`config.mk`:
```
export PLATFORM = sky130hd
export DESIGN_NAME = adccc_top
export DESIGN_NICKNAME = d
export VERILOG_FILES = /design/src/adccc_pkg.sv /design/src/adccc_conv_if.sv /design/src/adccc_top.sv /design/src/adccc_sequencer.sv
export SDC_FILE = /design/constraint.sdc
export NUM_CORES = 1
export LEC_CHECK = 0
export ABC_AREA = 0
export BUFFER_PORTS_ARGS = -buffer_cell sky130_fd_sc_hd__buf_2
export CORE_ASPECT_RATIO = 1.1
export CORE_MARGIN = 2
export CORE_UTILIZATION = 44
export CTS_BUF_LIST = sky130_fd_sc_hd__clkbuf_16
export DETAILED_ROUTE_END_ITERATION = 6
export PLACE_DENSITY = 0.68
export SETUP_SLACK_MARGIN = 0.15
export SKIP_LAST_GASP = 1
export SYNTH_ARGS = -nofsm -noshare
export SYNTH_HDL_FRONTEND = slang
export SYNTH_SLANG_ARGS = --single-unit
```
`constraint.sdc`:
```
create_clock -name hclk -period 3.85 [get_ports hclk]
set_clock_uncertainty 0.1 [all_clocks]
set_input_delay 0.77 -clock hclk [delete_from_list [all_inputs] [get_ports hclk]]
set_output_delay 0.77 -clock hclk [all_outputs]
set_load 0.01 [all_outputs]
```
`src/adccc_pkg.sv`:
```
// Package: register map, field layout, reset values and timing of the conversion control block
// Assumes a 32-bit AHB-Lite register bus, one aligned word per register
package adccc_pkg;

  // ----------------------------------------------------------------
  // Register byte offsets
  // ----------------------------------------------------------------
  localparam logic [7:0] OFF_STATUS_CONTROL = 8'h00;
  localparam logic [7:0] OFF_CONTROL2       = 8'h04;
  localparam logic [7:0] OFF_RESULT_LOW     = 8'h08;
  localparam logic [7:0] OFF_COMPARE        = 8'h0C;
  localparam logic [7:0] OFF_IRQ_STATUS     = 8'h10;
  localparam logic [7:0] OFF_IRQ_MASK       = 8'h14;

  // ----------------------------------------------------------------
  // Field positions
  // ----------------------------------------------------------------
  localparam int BIT_DONE_FLAG  = 7;
  localparam int BIT_DONE_IE    = 6;
  localparam int BIT_CONTINUOUS = 5;
  localparam int BIT_ACTIVE     = 7;
  localparam int BIT_TRIG_SEL   = 6;
  localparam int BIT_CMP_EN     = 5;
  localparam int BIT_CMP_GT     = 4;
  localparam int RES_W          = 12;
  localparam int IRQ_W          = 2;
  localparam int IRQ_DONE       = 0;
  localparam int IRQ_ABORT      = 1;

  // ----------------------------------------------------------------
  // Channel codes and reset values
  // ----------------------------------------------------------------
  localparam logic [4:0] CH_LAST_INPUT = 5'h1B;
  localparam logic [4:0] CH_RESERVED   = 5'h1C;
  localparam logic [4:0] CH_HIGH_REF   = 5'h1D;
  localparam logic [4:0] CH_LOW_REF    = 5'h1E;
  localparam logic [4:0] CH_DISABLED   = 5'h1F;
  localparam logic [7:0] SC_RESET      = 8'h1F;

  // ----------------------------------------------------------------
  // Timing
  // ----------------------------------------------------------------
  localparam int CLK_MHZ     = 250;
  localparam int CONV_NS     = 80;
  localparam int CONV_CYCLES = (CONV_NS * CLK_MHZ + 999) / 1000;
  localparam int CNT_W       = 8;

  typedef enum logic [1:0] {ADCCC_IDLE, ADCCC_CONVERT} adccc_state_t;

endpackage

```
`src/adccc_conv_if.sv`:
```
// Interface: start/abort request and completion report between control and sequencer
// Assumes both ends run on hclk
`timescale 1ns/10ps
interface adccc_conv_if;
  logic       start;
  logic       abort;
  logic [4:0] channel;
  logic       busy;
  logic       done;
  logic [11:0] result;
  modport ctrl (output start, output abort, output channel, input busy, input done, input result);
  modport seq  (input start, input abort, input channel, output busy, output done, output result);
endinterface

```
`src/adccc_top.sv`:
```
// Conversion control top: AHB-Lite registers, trigger logic, done flag and interrupt
// Assumes one AHB-Lite master, single word transfers, hardware trigger from another domain
//
// Behaviour
// - Any write to the status/control register aborts a running conversion and, with trigger select clear, starts anew unless the channel is all ones.
// - The done flag is read-only and, with compare off, is set at the end of every conversion that does not end in the cycle of a status/control write.
// - With compare on, the done flag is set at the end of a conversion only when the compare holds.
// - The done flag clears on any write to the status/control register and on a read of the low result unless a conversion sets it in that cycle.
// - An interrupt is raised when the done flag becomes set while the interrupt enable and the done mask bit are one.
// - With continuous clear, exactly one conversion follows each write of a channel other than all ones (software) or each trigger rise while idle (hardware).
// - With continuous set, conversions repeat one idle cycle apart after a write or a hardware trigger event.
// - Bits 4:0 select inputs 0..27, a reserved code, the high reference or the low reference.
// - Channel code all ones powers the converter off and isolates the input.
// - Writing the all-ones code to stop continuous conversion produces no further conversion.
// - With continuous off the converter returns to low-power idle after each conversion.
// - The trigger select bit chooses register write (clear) or hardware trigger rise (set) as start.
// - The active bit is set when a conversion starts and cleared when it completes or is aborted without a restart in the same cycle.
`timescale 1ns/10ps
module adccc_top
  import adccc_pkg::*;
(
  // Clock and reset
  input  wire logic        hclk,
  input  wire logic        hresetn,
  // AHB-Lite slave
  input  wire logic        hsel,
  input  wire logic [7:0]  haddr,
  input  wire logic [1:0]  htrans,
  input  wire logic        hwrite,
  input  wire logic [2:0]  hsize,
  input  wire logic [31:0] hwdata,
  input  wire logic        hready,
  output logic [31:0]      hrdata,
  output logic             hreadyout,
  output logic             hresp,
  // Converter side
  input  wire logic        hardware_trigger_in,
  input  wire logic [11:0] sample_in,
  output logic             converter_power,
  output logic [4:0]       channel_select_out,
  output logic             conversion_active,
  // Interrupt
  output logic             irq
);

  // ----------------------------------------------------------------
  // State
  // ----------------------------------------------------------------
  typedef struct packed {
    logic              wr_pend;
    logic [7:0]        wr_addr;
    logic              done_flag;
    logic              done_ie;
    logic              continuous;
    logic [4:0]        channel;
    logic              trig_sel;
    logic              cmp_en;
    logic              cmp_gt;
    logic [RES_W-1:0]  result;
    logic [RES_W-1:0]  compare;
    logic              armed;
    logic [IRQ_W-1:0]  irq_status;
    logic [IRQ_W-1:0]  irq_mask;
    logic [1:0]        trig_sync;
    logic              trig_last;
    logic [31:0]       rdata;
  } adccc_regs_t;

  adccc_regs_t r;
  adccc_regs_t next_r;
  adccc_conv_if cv ();

  adccc_sequencer u_seq (
    .hclk      (hclk),
    .hresetn   (hresetn),
    .cv        (cv.seq),
    .sample_in (sample_in)
  );

  // ----------------------------------------------------------------
  // Combinational next state
  // ----------------------------------------------------------------
  logic       addr_ok;
  logic       rd_req;
  logic       sc_write;
  logic       trig_rise;
  logic       cmp_true;
  logic       set_done;
  logic       rl_read;
  logic       do_start;
  logic       do_abort;
  logic       off;
  logic [4:0] wr_ch;

  always_comb begin
    next_r    = r;
    addr_ok   = hsel && hready && htrans[1];
    rd_req    = addr_ok && !hwrite;
    sc_write  = r.wr_pend && (r.wr_addr == OFF_STATUS_CONTROL);
    wr_ch     = hwdata[4:0];
    rl_read   = rd_req && (haddr == OFF_RESULT_LOW);
    trig_rise = r.trig_sync[1] && !r.trig_last;
    cmp_true  = r.cmp_gt ? (cv.result >= r.compare) : (cv.result < r.compare);
    set_done  = cv.done && (!r.cmp_en || cmp_true);
    off       = (r.channel == CH_DISABLED);
    do_abort  = sc_write && cv.busy;
    do_start  = 1'b0;

    next_r.wr_pend   = addr_ok && hwrite;
    next_r.wr_addr   = haddr;
    next_r.trig_sync = {r.trig_sync[0], hardware_trigger_in};
    next_r.trig_last = r.trig_sync[1];

    if (sc_write) begin
      next_r.done_ie    = hwdata[BIT_DONE_IE];
      next_r.continuous = hwdata[BIT_CONTINUOUS];
      next_r.channel    = wr_ch;
      next_r.armed      = (wr_ch != CH_DISABLED);
      if (!r.trig_sel && wr_ch != CH_DISABLED) begin
        do_start = 1'b1;
      end
    end
    if (r.wr_pend && r.wr_addr == OFF_CONTROL2) begin
      next_r.trig_sel = hwdata[BIT_TRIG_SEL];
      next_r.cmp_en   = hwdata[BIT_CMP_EN];
      next_r.cmp_gt   = hwdata[BIT_CMP_GT];
    end
    if (r.wr_pend && r.wr_addr == OFF_COMPARE) begin
      next_r.compare = hwdata[RES_W-1:0];
    end
    if (r.wr_pend && r.wr_addr == OFF_IRQ_MASK) begin
      next_r.irq_mask = hwdata[IRQ_W-1:0];
    end
    if (r.wr_pend && r.wr_addr == OFF_IRQ_STATUS) begin
      next_r.irq_status = r.irq_status & ~hwdata[IRQ_W-1:0];
    end

    // Hardware trigger: one conversion per rise while idle (a rise during a conversion is ignored), or starts a continuous run
    if (r.trig_sel && trig_rise && !off && !cv.busy && !sc_write) begin
      do_start = 1'b1;
    end
    // Continuous repeat once armed by a write or trigger
    if (cv.done && r.continuous && !off && !sc_write && (!r.trig_sel || r.armed)) begin
      do_start = 1'b1;
    end
    if (r.trig_sel && trig_rise && !off) begin
      next_r.armed = 1'b1;
    end

    // Done flag: clear by write or low-result read; set wins over the read, the write wins over set
    if (sc_write || rl_read) begin
      next_r.done_flag = 1'b0;
    end
    if (set_done && !sc_write) begin
      next_r.done_flag = 1'b1;
      next_r.result    = cv.result;
    end

    if (set_done && !sc_write && r.done_ie) begin
      next_r.irq_status[IRQ_DONE] = 1'b1;
    end
    if (do_abort) begin
      next_r.irq_status[IRQ_ABORT] = 1'b1;
    end

    next_r.rdata = '0;
    if (rd_req) begin
      case (haddr)
        OFF_STATUS_CONTROL: next_r.rdata = {24'h00_0000, next_r.done_flag, r.done_ie, r.continuous, r.channel};
        OFF_CONTROL2:       next_r.rdata = {24'h00_0000, cv.busy, r.trig_sel, r.cmp_en, r.cmp_gt, 4'h0};
        OFF_RESULT_LOW:     next_r.rdata = {20'h0_0000, r.result};
        OFF_COMPARE:        next_r.rdata = {20'h0_0000, r.compare};
        OFF_IRQ_STATUS:     next_r.rdata = {30'h0000_0000, r.irq_status};
        OFF_IRQ_MASK:       next_r.rdata = {30'h0000_0000, r.irq_mask};
        default:            next_r.rdata = '0;
      endcase
    end
  end

  assign cv.start   = do_start;
  assign cv.abort   = do_abort;
  assign cv.channel = r.channel;

  // ----------------------------------------------------------------
  // Registers
  // ----------------------------------------------------------------
  always_ff @(posedge hclk or negedge hresetn) begin
    if (!hresetn) begin
      r            <= '0;
      r.channel    <= SC_RESET[4:0];
    end else begin
      r <= next_r;
    end
  end

  // ----------------------------------------------------------------
  // Outputs
  // ----------------------------------------------------------------
  assign hrdata             = r.rdata;
  assign hreadyout          = 1'b1;
  assign hresp              = 1'b0;
  assign irq                = |(r.irq_status & r.irq_mask);
  assign converter_power    = cv.busy && !off;
  assign channel_select_out = off ? CH_DISABLED : r.channel;
  assign conversion_active  = cv.busy;

  localparam int DONE_WAIT = CONV_CYCLES + 1;
endmodule

```
`src/adccc_sequencer.sv`:
```
// Conversion sequencer: times one conversion and captures the sample at its end
// Assumes the analog core presents a settled sample on sample_in
`timescale 1ns/10ps
module adccc_sequencer
  import adccc_pkg::*;
(
  // Clock and reset
  input  wire logic       hclk,
  input  wire logic       hresetn,
  // Control side
  adccc_conv_if.seq       cv,
  // Analog core
  input  wire logic [11:0] sample_in
);

  typedef struct packed {
    adccc_state_t     state;
    logic [CNT_W-1:0] cnt;
    logic             done;
    logic [11:0]      result;
  } adccc_seq_t;

  adccc_seq_t r;
  adccc_seq_t next_r;

  always_comb begin
    next_r      = r;
    next_r.done = 1'b0;
    case (r.state)
      ADCCC_IDLE: begin
        if (cv.start) begin
          next_r.state = ADCCC_CONVERT;
          next_r.cnt   = CNT_W'(CONV_CYCLES - 1);
        end
      end
      ADCCC_CONVERT: begin
        if (cv.abort) begin
          next_r.state = ADCCC_IDLE;
          if (cv.start) begin
            next_r.state = ADCCC_CONVERT;
            next_r.cnt   = CNT_W'(CONV_CYCLES - 1);
          end
        end else if (r.cnt == '0) begin
          next_r.state  = ADCCC_IDLE;
          next_r.done   = 1'b1;
          next_r.result = sample_in;
        end else begin
          next_r.cnt = r.cnt - 1'b1;
        end
      end
      default: next_r.state = ADCCC_IDLE;
    endcase
  end

  always_ff @(posedge hclk or negedge hresetn) begin
    if (!hresetn) begin
      r <= '{ADCCC_IDLE, '0, 1'b0, '0};
    end else begin
      r <= next_r;
    end
  end

  assign cv.busy   = (r.state == ADCCC_CONVERT);
  assign cv.done   = r.done;
  assign cv.result = r.result;

endmodule

```
Word-level counts from Yosys, hierarchy flattened
Index checks and enable logic that the tools add are counted.

Add/sub/neg operators: 1. $lt $le $gt $ge: 2. Equal/unequal tests: 16. Multiplexer cells: 25. Bitwise operators: 4. Reduce and logical (&&, ||, !) cells: 47.

Operator list (count): $pmux W12 S6 (1); $mux W13 (3); $eq A8 B5 Y1 const B (4); $logic_and A1 B1 Y1 (25); $eq A8 B4 Y1 const B (3); $logic_not A8 Y1 (3); $mux W10 (2); $eq A8 B3 Y1 const B (2); $pmux W8 S2 (1); $ge A12 B12 Y1 (1); $lt A12 B12 Y1 (1); $mux W12 (1); $mux W1 (11); $mux W9 (1); $mux W8 (1); $reduce_bool A2 Y1 (4); $sub A8 B1 Y8 const B (1); $logic_not A1 Y1 (7); $ne A3 B3 Y1 const B (2); $eq A5 B5 Y1 const B (1); $mux W5 (1); $ne A5 B5 Y1 const B (1); $and A2 B2 Y2 (2); $mux W2 (2); 12 further kinds (14).

Flip-flop bits (word level): 107. Input port bits: 63. Output and inout port bits: 42. Word-level logic and storage cells: 117.

Logic depth before layout (Yosys ltp)
Word-level depth: 11. Mapped depth: 9. Mapped depth without buffers: 8.

Hierarchy
Synthesis repeated with hierarchy kept, for this count alone.

Cell total of the unflattened synthesis: 381. Area, all modules: 4401.7 µm².

Modules (own cells, without submodules): adccc_top (times used 1, cells each 284, area each 3219.3 µm², sequential area each 1607.8 µm²); adccc_sequencer (times used 1, cells each 97, area each 1182.4 µm², sequential area each 550.5 µm²).

Worst setup path after synthesis
OpenSTA, ideal clock, no wires.

Path type: register -> register. Start: register u_seq.r[13] (netlist name). End: register u_seq.r (netlist bit u_seq.cv.result[1]). Arrival time: 2.079 ns. Data required time: 3.625 ns. Path slack: 1.546 ns. Stages on the path, launching flop included: 8. Path buffers: 1. Path through: dfrtp_1 > inv_1 > ha_1 > or4b_4 > or3_4 > nor2_4 > buf_6 > mux2_2.

Cells in the longest elaborated chain, start to end: 2.

RTL lines: start: declaration (line adccc_sequencer.sv:23) `adccc_seq_t r;`; start signal: assignment (line adccc_sequencer.sv:57) `r <= '{ADCCC_IDLE, '0, 1'b0, '0};`; start signal: assignment (line adccc_sequencer.sv:59) `r <= next_r;`; $logic_not A8 Y1 (line adccc_sequencer.sv:43) `end else if (r.cnt == '0) begin`; $reduce_and A3 Y1 (no source line).

No other way between the ends. A chain may end at the register's enable or synchronous reset.

Worst setup path in the final report
Start: register r[41] (netlist name). End: register r[61] (netlist name).

Cells in the longest elaborated chain, start to end: 5. Elaborated cells on any way between the ends: 6.

RTL lines: start: declaration (line adccc_top.sv:69) `adccc_regs_t r;`; start signal: assignment (line adccc_top.sv:192) `r <= next_r;`; $lt A12 B12 Y1 / $ge A12 B12 Y1 (equally long branches) (line adccc_top.sv:103) `cmp_true = r.cmp_gt ? (cv.result >= r.compare) : (cv.result < r.compare);`; $mux W1 * (line adccc_top.sv:103); $logic_or A1 B1 Y1 * (line adccc_top.sv:104) `set_done = cv.done && (!r.cmp_en || cmp_true);`; $logic_and A1 B1 Y1 * (line adccc_top.sv:104); $logic_and A1 B1 Y1 * (line adccc_top.sv:154) `if (set_done && !sc_write) begin`.

Mark *: on every way between the ends. The rest lies on a longest branch, timed or not.

==> impl_metrics.env <==
export IMPL_status="complete, no violations"
export IMPL_required_ns=3.96
export IMPL_synthTopCellsByArea="dfrtp_1 48%, mux2_2 12%, buf_4 6.2%, ha_1 3.9%, nand2_1 3.6%"
export IMPL_io_buffers=58
export IMPL_core_mm2=0.00935
export IMPL_wl_per_cell_um=15.8
export IMPL_gp_congestion=0.804
export IMPL_postCtsSetupRepairBufs=0
export IMPL_final_setup_tns_ns=0
export IMPL_holdPathStages=0
export IMPL_worstSetupEndpointType="flop"
export IMPL_fin_crit_sh_pct=71.1
export IMPL_synth_top_cell_by_area="dfrtp_1"
export IMPL_diodes=0
export IMPL_clock_path_buffers=2
export IMPL_min_from="next_r[34]$_DFF_PN0_"
export IMPL_vias=2780
export IMPL_path_buf_inv=1
export IMPL_dp_hpwl_um=6050
export IMPL_yosysMostFrequentCell="dfrtp_1"
export IMPL_ir_worst_vdd_uv=238
export IMPL_netlist_instances=372
export IMPL_first_global_vias=2826
export IMPL_numClockSinks=86
export IMPL_dr_pass1_iters=4
export IMPL_p_leak_nw=2.32
export IMPL_rows=37
export IMPL_r2r_cells=8
export IMPL_hold_end="next_r[32]$_DFF_PN0_"
export IMPL_path_max_fanout=15
export IMPL_p_int_mw=1.74
export IMPL_antenna_found_initial=0
export IMPL_dieArea_mm2=0.0104
export IMPL_ys_ff_latch=86
export IMPL_clk_latency_ns=0.34
export IMPL_htree_num_levels=3
export IMPL_synth_edf_count=0
export IMPL_via_per_inst=5.20
export IMPL_switching_share_pct=27.1
export IMPL_synth_top_cell_area_share_pct=48.1
export IMPL_maxSlewHeadroom_pct=30.0
export IMPL_p_per_area_mw_per_mm2=510
export IMPL_syn_area_mm2=0.00421
export IMPL_start_kind="flop"
export IMPL_cts_root_buf="clkbuf_16"
export IMPL_cts_resized=0
export IMPL_r2r_slack_ns=1.11
export IMPL_grt_ovfl_total=0
export IMPL_fmax_mhz=365
export IMPL_postSynthAreaPerCell_um2=11.3
export IMPL_postCtsHoldBufs=0
export IMPL_wl_um=8430
export IMPL_yosysSeqAreaShare_pct=51.2
export IMPL_crit_family="simple AND/OR/NAND/NOR gates"
export IMPL_drive_gt1_share_pct=30.9
export IMPL_grt_max_degree=87
export IMPL_synthFlopType="dfrtp_1"
export IMPL_drcViolationCount=0
export IMPL_period_needed_ns=2.74
export IMPL_fin_nets=490
export IMPL_path_clk_slew_ns=0.06
export IMPL_seqPwrFrac_pct=47.9
export IMPL_cap_violations=0
export IMPL_detail_route_iter0_violations=171
export IMPL_synth_cell_types=52
export IMPL_comb_power_share_pct=18.1
export IMPL_finalSetupViolCount=0
export IMPL_die_h_um=107
export IMPL_cts_tree="done"
export IMPL_grt_pass1_wl_um=14200
export IMPL_cp_slowest_cell="nand3_1"
export IMPL_reg2reg_from="r[41]$_DFFE_PN0P_"
export IMPL_p_sw_mw=0.649
export IMPL_hold_viol=0
export IMPL_crit_top_cell="a211o_1"
export IMPL_start_util_pct=45.0
export IMPL_synthArstFlopShare_pct=100
export IMPL_tightest_slew_ns=1.05
export IMPL_pwr_share_clk_pct=33.9
export IMPL_reg2reg_to="r[61]$_DFFE_PN0P_"
export IMPL_synthToLayoutAreaGrowth_pct=11.3
export IMPL_yosys_top_cells_count="81 x dfrtp_1, 44 x mux2_2, 40 x nand2_1"
export IMPL_grtUsageTotal_pct=17.5
export IMPL_die_x_um=97.3
export IMPL_slew_violations=0
export IMPL_p_total_mw=2.39
export IMPL_io_pins=105
export IMPL_crit_chain="inv_1 -> ha_1 -> nor2b_1 -> o211ai_1 -> a211o_1 -> a211o_1 -> nand3_1 -> mux2_2"
export IMPL_numCtsBuffers=9
export IMPL_worst_hold_path_type="reg -> reg"
export IMPL_yosysWarnings=0
export IMPL_critPathMaxStageDelay_ns=0.58
export IMPL_rsz0062_at_grt="false"
export IMPL_detail_route_antenna_nets=0
export IMPL_crit_type="reg -> reg"
export IMPL_cp_arrival_ns=2.85
## final cells by class
cell class | instances | area (um^2)
tap | 117 | 146
multi-input combinational | 237 | 1730
clock inverter | 6 | 48.8
inverter | 21 | 78.8
sequential | 86 | 2160
timing repair buffer | 59 | 300
clock buffer | 9 | 225
fill | 842 | 4660
## how the worst max path moves through the flow
stage,startpoint,endpoint,slack (ns),cells after the start
detailed placement,haddr[1],hrdata[7]$_DFF_PN0_,0.97,7
global placement,haddr[1],hrdata[7]$_DFF_PN0_,1.11,7
CTS,r[41]$_DFFE_PN0P_,r[61]$_DFFE_PN0P_,1.10,8
finish,r[41]$_DFFE_PN0P_,r[61]$_DFFE_PN0P_,1.11,8
floorplan,u_seq.r[13]$_DFFE_PN0P_,u_seq.cv.result[1]$_DFFE_PN0P_,1.55,7
global route,r[41]$_DFFE_PN0P_,r[61]$_DFFE_PN0P_,0.95,8
## cell families after synthesis
kind of cell	share of synthesized area, %
simple gates	13.7
compound gates	7.10
other cells	0.178
buf+inv	9.47
mux	13.8
xor+xnor	0.624
fa+ha+maj	3.86
flops	51.2
## registers in the layout, summed over array words and instances, names as in the netlist
register         flops
r                   45
hrdata              12
u_seq.cv.result     12
u_seq.r              9
cv.channel           5
next_r               2
u_seq.cv.done        1
## through the flow
step / utilization (%) / cell area (um^2) / cells / hold slack (ns) / setup WS (ns)
3_5_place_dp: 47.2 / 4410 / 520 / 0.241 / 0.969
3_3_place_gp: 47.2 / 4410 / 520 / 0.243 / 1.11
2_1_floorplan: - / 4290 / 392 / 0.231 / 1.55
4_1_cts: 50.1 / 4690 / 535 / 0.273 / 1.10
5_1_grt: 50.1 / 4690 / 535 / 0.282 / 0.952
6_report: 50.1 / 4690 / 535 / 0.263 / 1.11
## routing by layer
layer  GRT usage (%)  share of wire (%)  routed length (um)
met5               0                  0                   0
met4            7.84                2.1                 173
met3            3.32                3.7                 313
met2            29.7                 51                4280
met1            22.0                 43                3660
## layout by cell type, fill, tap and decap left out, types with 3 or more instances in the layout
master,synthesis,routed
dfrtp_1,81,81
buf_2,1,57
nor2b_1,6,6
nand2_1,40,40
nor3_1,5,5
nand3_1,8,8
nand4_1,6,6
conb_1,2,22
o211ai_1,3,3
a211o_1,3,3
mux2_2,44,44
o21ai_0,7,7
nor2_1,22,22
a21oi_1,7,7
nor3b_1,3,3
dfstp_2,5,5
inv_1,21,23
ha_1,13,13
nor4b_1,3,3
clkinv_1,0,3
mux4_2,3,3
a22o_1,7,7
clkbuf_16,0,9
## power groups by stage
stage	logic (mW)	clock network (mW)	registers [mW]
detailed placement	0.438	0	1.16
floorplan	0.344	0	1.13
global placement	0.419	0	1.16
global route	0.505	0.878	1.16
CTS	0.439	0.834	1.15
finish	0.433	0.811	1.15
Note: power is estimated with default switching activity, not from simulation.
